**src/design/oik_cfg.svh**
```systemverilog
// Constants of the operator input and keying block
`ifndef OIK_CFG_SVH
`define OIK_CFG_SVH

// ************************************************************
// Clock and timing
// ************************************************************
`define OIK_CLK_HZ 10000000
`define OIK_TW 24
`define OIK_DEB_MS 5
`define OIK_DEB_CYC (`OIK_DEB_MS * (`OIK_CLK_HZ / 1000))
`define OIK_HOLD_MS 10
`define OIK_HOLD_CYC (`OIK_HOLD_MS * (`OIK_CLK_HZ / 1000))
`define OIK_DIT_MS 50
`define OIK_DIT_CYC (`OIK_DIT_MS * (`OIK_CLK_HZ / 1000))
`define OIK_DAH_UNITS 3
`define OIK_BAUD 9600
`define OIK_BIT_CYC (`OIK_CLK_HZ / `OIK_BAUD)

// ************************************************************
// Register offsets
// ************************************************************
`define OIK_A_CTRL 8'h00
`define OIK_A_STATUS 8'h04
`define OIK_A_MASK 8'h08
`define OIK_A_ENCODER 8'h0C
`define OIK_A_SERDATA 8'h10
`define OIK_A_DITLEN 8'h14
`define OIK_A_BEACON 8'h18

// ************************************************************
// Status bits, resets, button thresholds
// ************************************************************
`define OIK_ST_CLICK 0
`define OIK_ST_BUTTON 1
`define OIK_ST_BYTE 2
`define OIK_ST_SECOND 3
`define OIK_ST_AUTOPRAC 4
`define OIK_RST_PINS 5'h0F
`define OIK_RST_DEB 3'h3
`define OIK_RESP_OKAY 2'h0
`define OIK_RESP_SLVERR 2'h2
// Midpoints between 0, 3.76 V, 4.55 V and 5.00 V on a 5 V scale
`define OIK_ADC_NONE_MAX 10'h17F
`define OIK_ADC_LEFT_MAX 10'h353
`define OIK_ADC_RIGHT_MAX 10'h3D1

`endif

```
**src/design/oik_pkg.sv**
```systemverilog
// Types of the operator input and keying block
`default_nettype none
`include "oik_cfg.svh"
package oik_pkg;
   typedef logic [`OIK_TW-1:0] oik_cnt_t;
   typedef enum logic [1:0] {MODE_STRAIGHT, MODE_IAMBIC, MODE_BEACON}
      oik_mode_e;
   typedef enum logic [1:0] {KEY_IDLE, KEY_ELEM, KEY_GAP} oik_key_e;
   typedef enum logic [1:0] {SER_IDLE, SER_START, SER_DATA, SER_STOP}
      oik_ser_e;
   typedef enum logic {BSM_IDLE, BSM_WAIT} oik_bsm_e;
   typedef enum logic [1:0] {BTN_NONE, BTN_LEFT, BTN_RIGHT, BTN_CENTRE}
      oik_button_e;
   typedef struct packed {
      logic [4:0] sync1;
      logic [4:0] sync2;
      logic [2:0] deb;
      logic [2:0][`OIK_TW-1:0] dcnt;
      logic dit_prev;
      logic [1:0] enc_prev;
      logic [3:0] enc_acc;
      logic [7:0] enc_cnt;
      oik_bsm_e btn_st;
      oik_button_e btn_code;
      logic adc_req;
      oik_mode_e mode;
      logic prac;
      logic auto_prac;
      logic prac_o;
      oik_cnt_t dit_len;
      oik_key_e key_st;
      oik_cnt_t key_tmr;
      logic key_dah;
      logic key_last;
      logic beacon_req;
      logic beacon_dah;
      logic key_out;
      oik_cnt_t hold;
      logic rx_en;
      oik_ser_e ser_st;
      logic [15:0] ser_tmr;
      logic [2:0] ser_bits;
      logic [7:0] ser_sh;
      logic [7:0] ser_byte;
      logic [4:0] status;
      logic [4:0] mask;
      logic irq;
      logic bvalid;
      logic [1:0] bresp;
      logic rvalid;
      logic [1:0] rresp;
      logic [31:0] rdata;
   } oik_state_s;
endpackage
`default_nettype wire

```
**src/design/oik_top.sv**
```systemverilog
// Operator input decoding, keyer and transmit/receive sequencing
// Contract
// - Encoder decoded by state machine, bounce rejected
// - Paddle and button bounce filtered in logic
// - Button press seen as shared input going high
// - Converter level classifies left, right, centre, none
// - Straight mode copies key input to output
// - Keyer and beacon elements timed exactly
// - Receive enable held low ten ms after key-up
// - Receive enable high receiving, low transmitting
// - Transmit mute is inverse of receive enable
// - GPS serial at 9600 baud received in logic
// - Serial data forces practice mode, keying suppressed
//
// Added by the designer: the AXI4-Lite slave port and the register addresses.
`timescale 1ns/1ps
`default_nettype none
`include "oik_cfg.svh"
module oik_top #(
   parameter oik_pkg::oik_cnt_t DEB_CYC = oik_pkg::oik_cnt_t'(`OIK_DEB_CYC),
   parameter oik_pkg::oik_cnt_t HOLD_CYC =
      oik_pkg::oik_cnt_t'(`OIK_HOLD_CYC),
   parameter oik_pkg::oik_cnt_t DIT_CYC = oik_pkg::oik_cnt_t'(`OIK_DIT_CYC)
) (
   // Clock, reset, enable
   input wire logic clk_sys_in,
   input wire logic reset_in,
   input wire logic ce_in,
   // Pins
   input wire logic enc_a_in,
   input wire logic enc_b_in,
   input wire logic paddle_dit_n_in,
   input wire logic paddle_dah_n_in,
   input wire logic button_in,
   // Button converter
   output logic adc_start_out,
   input wire logic adc_valid_in,
   input wire logic [9:0] adc_data_in,
   // Keying and switching
   output logic key_out,
   output logic rx_enable_out,
   output logic tx_mute_out,
   output logic practice_out,
   output logic irq_out,
   // AXI4-Lite slave
   input wire logic [7:0] s_axi_awaddr,
   input wire logic s_axi_awvalid,
   output logic s_axi_awready,
   input wire logic [31:0] s_axi_wdata,
   input wire logic [3:0] s_axi_wstrb,
   input wire logic s_axi_wvalid,
   output logic s_axi_wready,
   output logic [1:0] s_axi_bresp,
   output logic s_axi_bvalid,
   input wire logic s_axi_bready,
   input wire logic [7:0] s_axi_araddr,
   input wire logic s_axi_arvalid,
   output logic s_axi_arready,
   output logic [31:0] s_axi_rdata,
   output logic [1:0] s_axi_rresp,
   output logic s_axi_rvalid,
   input wire logic s_axi_rready
);
   // ************************************************************
   // State and bus handshakes
   // ************************************************************
   localparam logic [15:0] BIT_M1 = 16'(`OIK_BIT_CYC - 1);
   localparam logic [15:0] HALF_M1 = 16'(`OIK_BIT_CYC / 2 - 1);
   oik_pkg::oik_state_s st_r;
   oik_pkg::oik_state_s st_nxt;
   logic wr_go;
   logic rd_go;

   assign wr_go = ce_in & s_axi_awvalid & s_axi_wvalid & ~st_r.bvalid;
   assign rd_go = ce_in & s_axi_arvalid & ~st_r.rvalid;
   assign s_axi_awready = wr_go;
   assign s_axi_wready = wr_go;
   assign s_axi_arready = rd_go;

   function automatic logic [31:0] oik_merge(input logic [31:0] o,
         input logic [31:0] d, input logic [3:0] s);
      logic [31:0] m;
      m = o;
      for (int b = 0; b < 4; b++) begin
         if (s[b]) begin
            m[b*8 +: 8] = d[b*8 +: 8];
         end
      end
      return m;
   endfunction

   // ************************************************************
   // Next state
   // ************************************************************
   always_comb begin
      oik_pkg::oik_state_s n;
      logic [4:0] ev;
      logic [1:0] ab;
      logic [1:0] pb;
      logic [1:0] nb;
      logic dit_p;
      logic dah_p;
      logic start;
      logic nxt_dah;
      logic go;
      logic key_int;
      logic clr;
      logic [31:0] w;
      oik_pkg::oik_cnt_t dah_len;
      n = st_r;
      ev = 5'h00;
      ab = st_r.sync2[1:0];
      pb = {st_r.enc_prev[1], ^st_r.enc_prev};
      nb = {ab[1], ^ab};
      dit_p = ~st_r.deb[0];
      dah_p = ~st_r.deb[1];
      start = 1'b0;
      nxt_dah = 1'b0;
      go = 1'b0;
      key_int = 1'b0;
      clr = 1'b0;
      w = 32'h0000_0000;
      dah_len = oik_pkg::oik_cnt_t'(st_r.dit_len * `OIK_DAH_UNITS);
      n.sync1 = {button_in, paddle_dah_n_in, paddle_dit_n_in,
                 enc_b_in, enc_a_in};
      n.sync2 = st_r.sync1;
      // Level accepted only after it stays put for DEB_CYC cycles
      for (int i = 0; i < 3; i++) begin
         if (st_r.sync2[i+2] == st_r.deb[i]) begin
            n.dcnt[i] = '0;
         end else if (st_r.dcnt[i] == DEB_CYC - 1'b1) begin
            n.deb[i] = st_r.sync2[i+2];
            n.dcnt[i] = '0;
         end else begin
            n.dcnt[i] = st_r.dcnt[i] + 1'b1;
         end
      end
      // Quarter steps accumulate; a click counts only on a full cycle
      if (nb == pb + 2'h1) begin
         n.enc_acc = st_r.enc_acc + 4'h1;
      end else if (nb == pb - 2'h1) begin
         n.enc_acc = st_r.enc_acc - 4'h1;
      end
      n.enc_prev = ab;
      if (ab == 2'b11) begin
         if (n.enc_acc == 4'h4) begin
            n.enc_cnt = st_r.enc_cnt + 8'h01;
            ev[`OIK_ST_CLICK] = 1'b1;
         end else if (n.enc_acc == 4'hC) begin
            n.enc_cnt = st_r.enc_cnt - 8'h01;
            ev[`OIK_ST_CLICK] = 1'b1;
         end
         n.enc_acc = 4'h0;
      end
      // Buttons
      n.adc_req = 1'b0;
      unique case (st_r.btn_st)
         oik_pkg::BSM_IDLE: if (n.deb[2] & ~st_r.deb[2]) begin
            n.adc_req = 1'b1;
            n.btn_st = oik_pkg::BSM_WAIT;
         end
         oik_pkg::BSM_WAIT: if (adc_valid_in) begin
            if (adc_data_in <= `OIK_ADC_NONE_MAX) begin
               n.btn_code = oik_pkg::BTN_NONE;
            end else if (adc_data_in <= `OIK_ADC_LEFT_MAX) begin
               n.btn_code = oik_pkg::BTN_LEFT;
            end else if (adc_data_in <= `OIK_ADC_RIGHT_MAX) begin
               n.btn_code = oik_pkg::BTN_RIGHT;
            end else begin
               n.btn_code = oik_pkg::BTN_CENTRE;
            end
            ev[`OIK_ST_BUTTON] = 1'b1;
            n.btn_st = oik_pkg::BSM_IDLE;
         end
      endcase
      // Rising edge of the dit line marks the GPS second pulse
      n.dit_prev = st_r.sync2[2];
      ev[`OIK_ST_SECOND] = st_r.sync2[2] & ~st_r.dit_prev;
      // Serial receiver on the dah line, sampling mid-bit
      if (st_r.ser_tmr != 16'h0000) begin
         n.ser_tmr = st_r.ser_tmr - 16'h0001;
      end
      unique case (st_r.ser_st)
         oik_pkg::SER_IDLE: if (!st_r.sync2[3]) begin
            n.ser_st = oik_pkg::SER_START;
            n.ser_tmr = HALF_M1;
         end
         oik_pkg::SER_START: if (st_r.ser_tmr == 16'h0000) begin
            n.ser_st = st_r.sync2[3] ? oik_pkg::SER_IDLE : oik_pkg::SER_DATA;
            n.ser_tmr = BIT_M1;
            n.ser_bits = 3'h0;
         end
         oik_pkg::SER_DATA: if (st_r.ser_tmr == 16'h0000) begin
            n.ser_sh = {st_r.sync2[3], st_r.ser_sh[7:1]};
            n.ser_tmr = BIT_M1;
            n.ser_bits = st_r.ser_bits + 3'h1;
            if (st_r.ser_bits == 3'h7) begin
               n.ser_st = oik_pkg::SER_STOP;
            end
         end
         oik_pkg::SER_STOP: if (st_r.ser_tmr == 16'h0000) begin
            n.ser_st = oik_pkg::SER_IDLE;
            if (st_r.sync2[3]) begin
               n.ser_byte = st_r.ser_sh;
               ev[`OIK_ST_BYTE] = 1'b1;
               if (!st_r.prac && !st_r.auto_prac) begin
                  n.auto_prac = 1'b1;
                  ev[`OIK_ST_AUTOPRAC] = 1'b1;
               end
            end
         end
      endcase
      // Keyer: element, then one dit of key-up, then the next element
      if (st_r.mode == oik_pkg::MODE_IAMBIC && (dit_p | dah_p)) begin
         start = 1'b1;
         nxt_dah = (dit_p & dah_p) ? ~st_r.key_last : dah_p;
      end else if (st_r.mode == oik_pkg::MODE_BEACON && st_r.beacon_req) begin
         start = 1'b1;
         nxt_dah = st_r.beacon_dah;
      end
      unique case (st_r.key_st)
         oik_pkg::KEY_IDLE: go = start;
         oik_pkg::KEY_ELEM: if (st_r.key_tmr == '0) begin
            n.key_st = oik_pkg::KEY_GAP;
            n.key_tmr = st_r.dit_len - 1'b1;
            n.key_last = st_r.key_dah;
         end else begin
            n.key_tmr = st_r.key_tmr - 1'b1;
         end
         oik_pkg::KEY_GAP: if (st_r.key_tmr == '0) begin
            go = start;
            n.key_st = oik_pkg::KEY_IDLE;
         end else begin
            n.key_tmr = st_r.key_tmr - 1'b1;
         end
      endcase
      if (go) begin
         n.key_st = oik_pkg::KEY_ELEM;
         n.key_dah = nxt_dah;
         n.key_tmr = (nxt_dah ? dah_len : st_r.dit_len) - 1'b1;
         if (st_r.mode == oik_pkg::MODE_BEACON) begin
            n.beacon_req = 1'b0;
         end
      end
      if (st_r.mode == oik_pkg::MODE_STRAIGHT) begin
         key_int = dit_p;
      end else begin
         key_int = (n.key_st == oik_pkg::KEY_ELEM);
      end
      // Register bus
      if (st_r.bvalid && s_axi_bready) begin
         n.bvalid = 1'b0;
      end
      if (st_r.rvalid && s_axi_rready) begin
         n.rvalid = 1'b0;
      end
      if (wr_go) begin
         n.bvalid = 1'b1;
         n.bresp = `OIK_RESP_OKAY;
         unique case (s_axi_awaddr)
            `OIK_A_CTRL: begin
               w = oik_merge({29'h0, st_r.prac, st_r.mode}, s_axi_wdata,
                  s_axi_wstrb);
               if (w[1:0] != 2'h3) begin
                  n.mode = oik_pkg::oik_mode_e'(w[1:0]);
               end
               n.prac = w[2];
               // A serial byte that raises the flag in the same cycle keeps it set
               if (s_axi_wstrb[0] && !ev[`OIK_ST_AUTOPRAC]) begin
                  n.auto_prac = 1'b0;
               end
            end
            `OIK_A_MASK: begin
               w = oik_merge({27'h0, st_r.mask}, s_axi_wdata, s_axi_wstrb);
               n.mask = w[4:0];
            end
            `OIK_A_DITLEN: begin
               w = oik_merge({8'h00, st_r.dit_len}, s_axi_wdata, s_axi_wstrb);
               if (w[`OIK_TW-1:0] != '0) begin
                  n.dit_len = w[`OIK_TW-1:0];
               end
            end
            `OIK_A_BEACON: if (s_axi_wstrb[0] && !st_r.beacon_req) begin
               n.beacon_req = 1'b1;
               n.beacon_dah = s_axi_wdata[0];
            end
            `OIK_A_STATUS, `OIK_A_ENCODER, `OIK_A_SERDATA: ;
            default: n.bresp = `OIK_RESP_SLVERR;
         endcase
      end
      if (rd_go) begin
         n.rvalid = 1'b1;
         n.rresp = `OIK_RESP_OKAY;
         unique case (s_axi_araddr)
            `OIK_A_CTRL: n.rdata = {28'h0, st_r.auto_prac, st_r.prac,
               st_r.mode};
            `OIK_A_STATUS: begin
               n.rdata = {27'h0, st_r.status};
               clr = 1'b1;
            end
            `OIK_A_MASK: n.rdata = {27'h0, st_r.mask};
            `OIK_A_ENCODER: n.rdata = {22'h0, st_r.btn_code, st_r.enc_cnt};
            `OIK_A_SERDATA: n.rdata = {24'h0, st_r.ser_byte};
            `OIK_A_DITLEN: n.rdata = {8'h00, st_r.dit_len};
            `OIK_A_BEACON: n.rdata = {31'h0, st_r.beacon_req};
            default: begin
               n.rdata = 32'h0000_0000;
               n.rresp = `OIK_RESP_SLVERR;
            end
         endcase
      end
      // Events win over the clear by read
      n.status = (clr ? 5'h00 : st_r.status) | ev;
      n.irq = |(n.status & n.mask);
      // Keying, practice and transmit/receive sequencing
      n.prac_o = n.prac | n.auto_prac;
      n.key_out = key_int & ~n.prac_o;
      n.hold = n.key_out ? HOLD_CYC :
         (st_r.hold != '0 ? st_r.hold - 1'b1 : '0);
      n.rx_en = ~n.key_out & (st_r.hold == '0);
      st_nxt = n;
   end

   always_ff @(posedge clk_sys_in) begin
      if (reset_in) begin
         st_r <= '0;
         st_r.sync1 <= `OIK_RST_PINS;
         st_r.sync2 <= `OIK_RST_PINS;
         st_r.deb <= `OIK_RST_DEB;
         st_r.dit_prev <= 1'b1;
         st_r.enc_prev <= 2'b11;
         st_r.dit_len <= DIT_CYC;
         st_r.rx_en <= 1'b1;
      end else if (ce_in) begin
         st_r <= st_nxt;
      end
   end

   // ************************************************************
   // Outputs
   // ************************************************************
   assign adc_start_out = st_r.adc_req;
   assign key_out = st_r.key_out;
   assign rx_enable_out = st_r.rx_en;
   assign tx_mute_out = ~st_r.rx_en;
   assign practice_out = st_r.prac_o;
   assign irq_out = st_r.irq;
   assign s_axi_bvalid = st_r.bvalid;
   assign s_axi_bresp = st_r.bresp;
   assign s_axi_rvalid = st_r.rvalid;
   assign s_axi_rresp = st_r.rresp;
   assign s_axi_rdata = st_r.rdata;
endmodule
`default_nettype wire

```
**config.mk**
```make
export PLATFORM = sky130hd
export DESIGN_NAME = oik_top
export DESIGN_NICKNAME = d
export VERILOG_FILES = /design/src/design/oik_pkg.sv /design/src/design/oik_top.sv
export VERILOG_INCLUDE_DIRS = /design/src /design/src/design
export SDC_FILE = /design/constraint.sdc
export NUM_CORES = 1
export LEC_CHECK = 0
export ABC_AREA = 1
export BUFFER_PORTS_ARGS = -buffer_cell sky130_fd_sc_hd__buf_4
export CAP_MARGIN = 20
export CORE_UTILIZATION = 62
export DETAILED_ROUTE_END_ITERATION = 8
export PLACE_DENSITY = 0.87
export SLEW_MARGIN = 20
export SYNTH_ARGS = -nofsm -noshare
export SYNTH_HDL_FRONTEND = slang
export SYNTH_SLANG_ARGS = --single-unit
```
**constraint.sdc**
```tcl
create_clock -name clk_sys_in -period 3.9 [get_ports clk_sys_in]
set_clock_uncertainty 0.1 [all_clocks]
set_input_delay 0.39 -clock clk_sys_in [delete_from_list [all_inputs] [get_ports clk_sys_in]]
set_output_delay 0.39 -clock clk_sys_in [all_outputs]
set_load 0.1 [all_outputs]
```
# After elaboration in Yosys (flattened, before gate mapping)
# Index checks and enable logic that the tools add are counted.
totals:
  regBits: 275
  word_cells: 273
op_classes:
  n_addsub: 15
  multipliers: 1
  magnitude_cmp: 3
  eq_ne: 39
  mux: 96
  bitwise_logic: 27
  reduce_logical: 50
ops:
  columns: ["cell", "count"]
  rows:
  - ["$mux W24", 11]
  - ["$pmux W24 S7", 1]
  - ["$sub A24 B1 Y24 const B", 4]
  - ["$mux W8", 11]
  - ["$add A24 B1 Y24 const B", 3]
  - ["$eq A24 B16 Y1 const B", 3]
  - ["$pmux W26 S2", 1]
  - ["$eq A8 B5 Y1 const B", 6]
  - ["$logic_not A24 Y1", 2]
  - ["$pmux W16 S3", 1]
  - ["$reduce_bool A24 Y1", 2]
  - ["$mux W1", 35]
  - ["$mux W35", 1]
  - ["$eq A8 B4 Y1 const B", 4]
  - ["$mux W29", 1]
  - ["$mux W2", 14]
  - ["$mux W27", 1]
  - ["$mul A24 B2 Y24 const B", 1]
  - ["$mux W21", 1]
  - ["$reduce_and A3 Y1", 7]
  - ["$le A10 B10 Y1 const B", 2]
  - ["$mux W5", 4]
  - ["$reduce_and A4 Y1", 5]
  - ["$mux W18", 1]
  - ["44 further kinds", 109]

# Longest topological paths before layout
depth:
  ltp_word: 16
  ltp_mapped: 22
  ltp_nobuf: 22

# Worst setup path before layout
# No wires, ideal clock.
synth_timing:
  path_kind: "register -> register"
  startpoint: "register st_r, in the netlist s_axi_bvalid"
  endpoint: "register st_r[99] (netlist name)"
  setup_time_ns: 0.132
  arrival_ns: 3.175
  slack_ns: 0.492
  stages_incl_launch_ff: 12
  period_less_slack_ns: 3.408
  path_cell_list: "dfxtp_1 nor2_1 and3_1 clkbuf_1 nand3_1 nand2_1 o21ai_0 nor3_1 nand2_2 buf_6 nand3_1 a21oi_1"
synth_via:
  elab_chain_len: 7
synth_rtl:
  columns: ["item", "line_no", "rtl"]
  rows:
  - ["start, declared", "oik_top.sv:69", "oik_pkg::oik_state_s st_r;"]
  - ["start signal, assigned", "oik_top.sv:335", "st_r <= st_nxt;"]
  - ["$not A1 Y1", "oik_top.sv:74", "assign wr_go = ce_in & s_axi_awvalid & s_axi_wvalid & ~st_r.bvalid;"]
  - ["$and A1 B1 Y1", "oik_top.sv:74", null]
  - ["net s_axi_awready", "oik_top.sv:48", "output logic s_axi_awready,"]
  - ["$mux W2", "oik_top.sv:257", "if (wr_go) begin"]
  - ["$or A1 B1 Y1", "oik_top.sv:316", "n.prac_o = n.prac | n.auto_prac;"]
  - ["$not A1 Y1", "oik_top.sv:317", "n.key_out = key_int & ~n.prac_o;"]
  - ["$and A1 B1 Y1", "oik_top.sv:317", null]
  - ["$mux W24", "oik_top.sv:318", "n.hold = n.key_out ? HOLD_CYC :"]
# The timed path passes the listed nets, and every way through them passes these cells.
# A chain may end at the register's enable or synchronous reset.

# Final worst setup path
layout_timing:
  startpoint: "register st_r, in the netlist st_nxt[188]"
  endpoint: "register st_r[182] (netlist name)"
layout_via:
  elab_chain_len: 7
  elab_cells_between_ends: 11
  cone_classes: "eq/ne (5); mux (3); reduce/logical (3)"
layout_rtl:
  columns: ["item", "line_no", "rtl"]
  rows:
  - ["$reduce_xor A2 Y1", "oik_top.sv:114", "nb = {ab[1], ^ab};"]
  - ["$eq A2 B2 Y1", "oik_top.sv:141", "end else if (nb == pb - 2'h1) begin"]
  - ["$mux W4", "oik_top.sv:141", null]
  - ["$mux W4", "oik_top.sv:139", "if (nb == pb + 2'h1) begin"]
  - ["$eq A4 B3 Y1 or $eq A4 B4 Y1 (tied branches)", "oik_top.sv:146, oik_top.sv:149", null]
  - ["$reduce_bool A2 Y1 (no line)", null, null]
  - ["$reduce_and A3 Y1 (no line)", null, null]
# Several ways; a longest one is shown, not always the timed one.

==> summary.md <==
| Metric | Value |
|---|---|
| Port-buffer cells | 102 |
| Startpoint types | register |
| Final hold vios | 0 |
| DRT antenna net count | 0 |
| DRT iter0 DRCs | 1527 |
| Die Span X | 170 um |
| Root Driver | clkbuf_16 |
| Post-Synthesis Cells | 2721 |
| TritonCTS clock tree | yes |
| Status | finished clean |
| Post-synth EDFFs | 0 |
| Initial antenna violation count | 0 |
| Final TNS setup | 0 ps |
| Post-synth ARST share | 0% |
| VDD IR max | 0.455 mV |
| Synth Warn # | 0 |
| Synthesis-to-finish area growth | 10.4% |
| Average wire per standard cell | 15.6 um |
| Netlist Area Pre-Place | 17500 um2 |
| CP Capture Type | register |
| Largest net degree at the start of global routing | 85 |
| Max-slew headroom at the worst pin | 36.1% |
| Post-DP HPWL | 35.7 mm |
| Flop2flop setup slack | 400 ps |
| Detailed-route via count | 18200 |
| Critical path type | reg2reg |
| Final period utilization | 89.6% |
| Share of layout cells above drive strength 1 | 8.40% |
| WP data required | 4270 ps |
| Worst EP arrival | 3860 ps |
| Top cells by area, synth | dfxtp_1, nand2_1, inv_1 |
| H-tree Lvls | 1 |
| Total GRT Usage | 33.7% |
| Slew Limit Fails | 0 |
| RSZ-0062 raised after global routing | false |
| Max FO, Critical Path | 8 |
| Power Dens Cells | 393 nW/um2 |
| Cell variety after synth | 62 |
| #FFs+latches synth | 265 |
| Synth Flop Type | dfxtp_1 |
| Synth Area per Inst | 6.43 um2 |
| Latest clock arrival within the worst-skew pair | 580 ps |
| Die Y | 170 um |
| Total Wirelength | 49.4 mm |
| IO Count | 123 |
| Vias per cell | 5.77 |
| Maximum clock path buffer count | 3 |
| Lkg Pwr | 8.49 nW |
| Maxcap violations | 0 |
| Register-to-Register Path Depth | 22 |
| Fmax achieved | 286 MHz |
| Drt pass-1 iters | 6 |
| First-pass GRT wire length | 80.5 mm |
| TritonCTS sink count | 265 |
| Initial Util | 63.0% |
| Final std cells w/o fill | 3165 |
| Hold Crit Depth | 3 |
| Core Area | 27800 um2 |
| Row cnt | 61 |
| Sequential fraction of the synthesis area | 30.3% |
| Tmin final | 3500 ps |
| Final net count | 2912 |
| Antenna Cells | 0 |
| Vias in the first global route | 17100 |
| Post-synth top area share | 30.3% |
| Least-Margin Pin Slew | 958 ps |
| Min-delay worst type | in2reg |
| Inst Count DP | 3107 |
| Yosys top cell by area | dfxtp_1 |
| Total CTS buffers | 29 |
| Die footprint | 28900 um2 |
| GR Overflow Total | 0 |
| Clock slew at reported path FFs | 70 ps |
| Core Util, Final | 69.6% |
| Setup Viol. Count Final | 0 |
| DRC Markers | 0 |
| GP Congestion | 0.980 |
-- cells in the mapped netlist (49+ instances only) --
cell        n
a21oi_1   233
nand3_1   166
nand4_1    49
xor2_1     73
o21ai_0   167
nor2_1    285
ha_1       67
inv_1     338
dfxtp_1   265
nor3_1     50
clkbuf_1   62
nand2_1   644
-- final timing paths --
check | to | from
worst min register to register | st_nxt[265] | st_nxt[265]
worst min-delay path | st_r[112] | s_axi_wdata[0]
worst max-delay path | st_r[182] | st_nxt[188]
worst max register to register | st_r[182] | st_nxt[188]
-- routing by layer --
layer  wire, um  GRT usage, %  vias up
li1           -             -     8982
met1      20300          40.3     8323
met2      23200          58.5      749
met3       3220          4.21      194
met4       2670          18.4        0
met5          0             0        -
-- cell usage in the layout (no fill, tap or decap), types with 24 or more instances in the layout --
cell	count
nand2_1	643
inv_1	336
nor2_1	283
dfxtp_1	265
a21oi_1	233
o21ai_0	167
nand3_1	166
buf_4	114
xor2_1	72
ha_1	67
nor3_1	50
nand4_1	49
a211oi_1	30
clkbuf_16	29
o21ai_1	24
-- stage by stage --
step                worst slack, ps  hold slack [ps]  cell area [um2]  power, mW
detailed placement              244              341            18300       4.82
global placement                387              335            18300       4.76
CTS                             227             38.8            19300       7.61
global route                   20.2             72.2            19300       7.94
floorplan                       492              324            17500       4.45
finish                          404             58.4            19300       7.60
-- kinds of logic after synthesis --
group                    share of synthesized area [%]
AND/OR/NAND/NOR                                   31.5
adder cells (fa/ha/maj)                           5.02
multiplexers                                    0.0572
other                                           0.0214
AO/OA/AOI/OAI                                     17.5
flip-flops                                        30.3
buffers and inverters                             11.1
XOR/XNOR                                          4.45
-- what timing repair did --
action                                  4_1_cts  5_1_grt
hold endpoints to repair                      7        0
hold buffers                                  7        0
endpoints found under the setup margin        0        1
gates resized for setup                       0        3
buffers inserted                              0        0
-- critical path, stage by stage, from the launching register on --
cell and delay (ps):
dfxtp_1 400, ha_1 290, xor2_2 290, nor2_1 120
nand2_1 80, nand2_1 60, xnor2_1 150, nor3_2 170
nand2_2 170, ha_1 370, a21oi_1 160, nand2_1 100
a21o_1 160, a21oi_1 190, nor2_1 60, nor2_1 80
o21bai_1 80, inv_1 60, nand2_1 50, nand2_1 80
nand3_1 70, nand2_1 60, nor2_1 50
-- state kept, by name, summed over array words and instances, names as in the netlist --
signal	flops
st_r	224
s_axi_rdata	24
st_nxt	8
adc_start_out	1
irq_out	1
key_out	1
practice_out	1
rx_enable_out	1
s_axi_bresp	1
s_axi_bvalid	1
s_axi_rresp	1
s_axi_rvalid	1
-- cell type report --
type | count | area [um2]
flip-flops and latches | 265 | 5310
inverters | 357 | 1340
repair buffers | 122 | 946
well taps | 378 | 473
clock buffers | 38 | 820
clock inverters | 13 | 141
multi-input cells | 1992 | 10300
fillers | 2406 | 8460
-- where the power goes --
part / internal [mW] / switching [mW] / total [mW]
clock network: 1.61 / 1.17 / 2.78
registers: 2.86 / 0.142 / 3.00
logic: 0.634 / 1.19 / 1.82
total: 5.10 / 2.50 / 7.60
No activity file was read; power rests on OpenSTA's default activity.
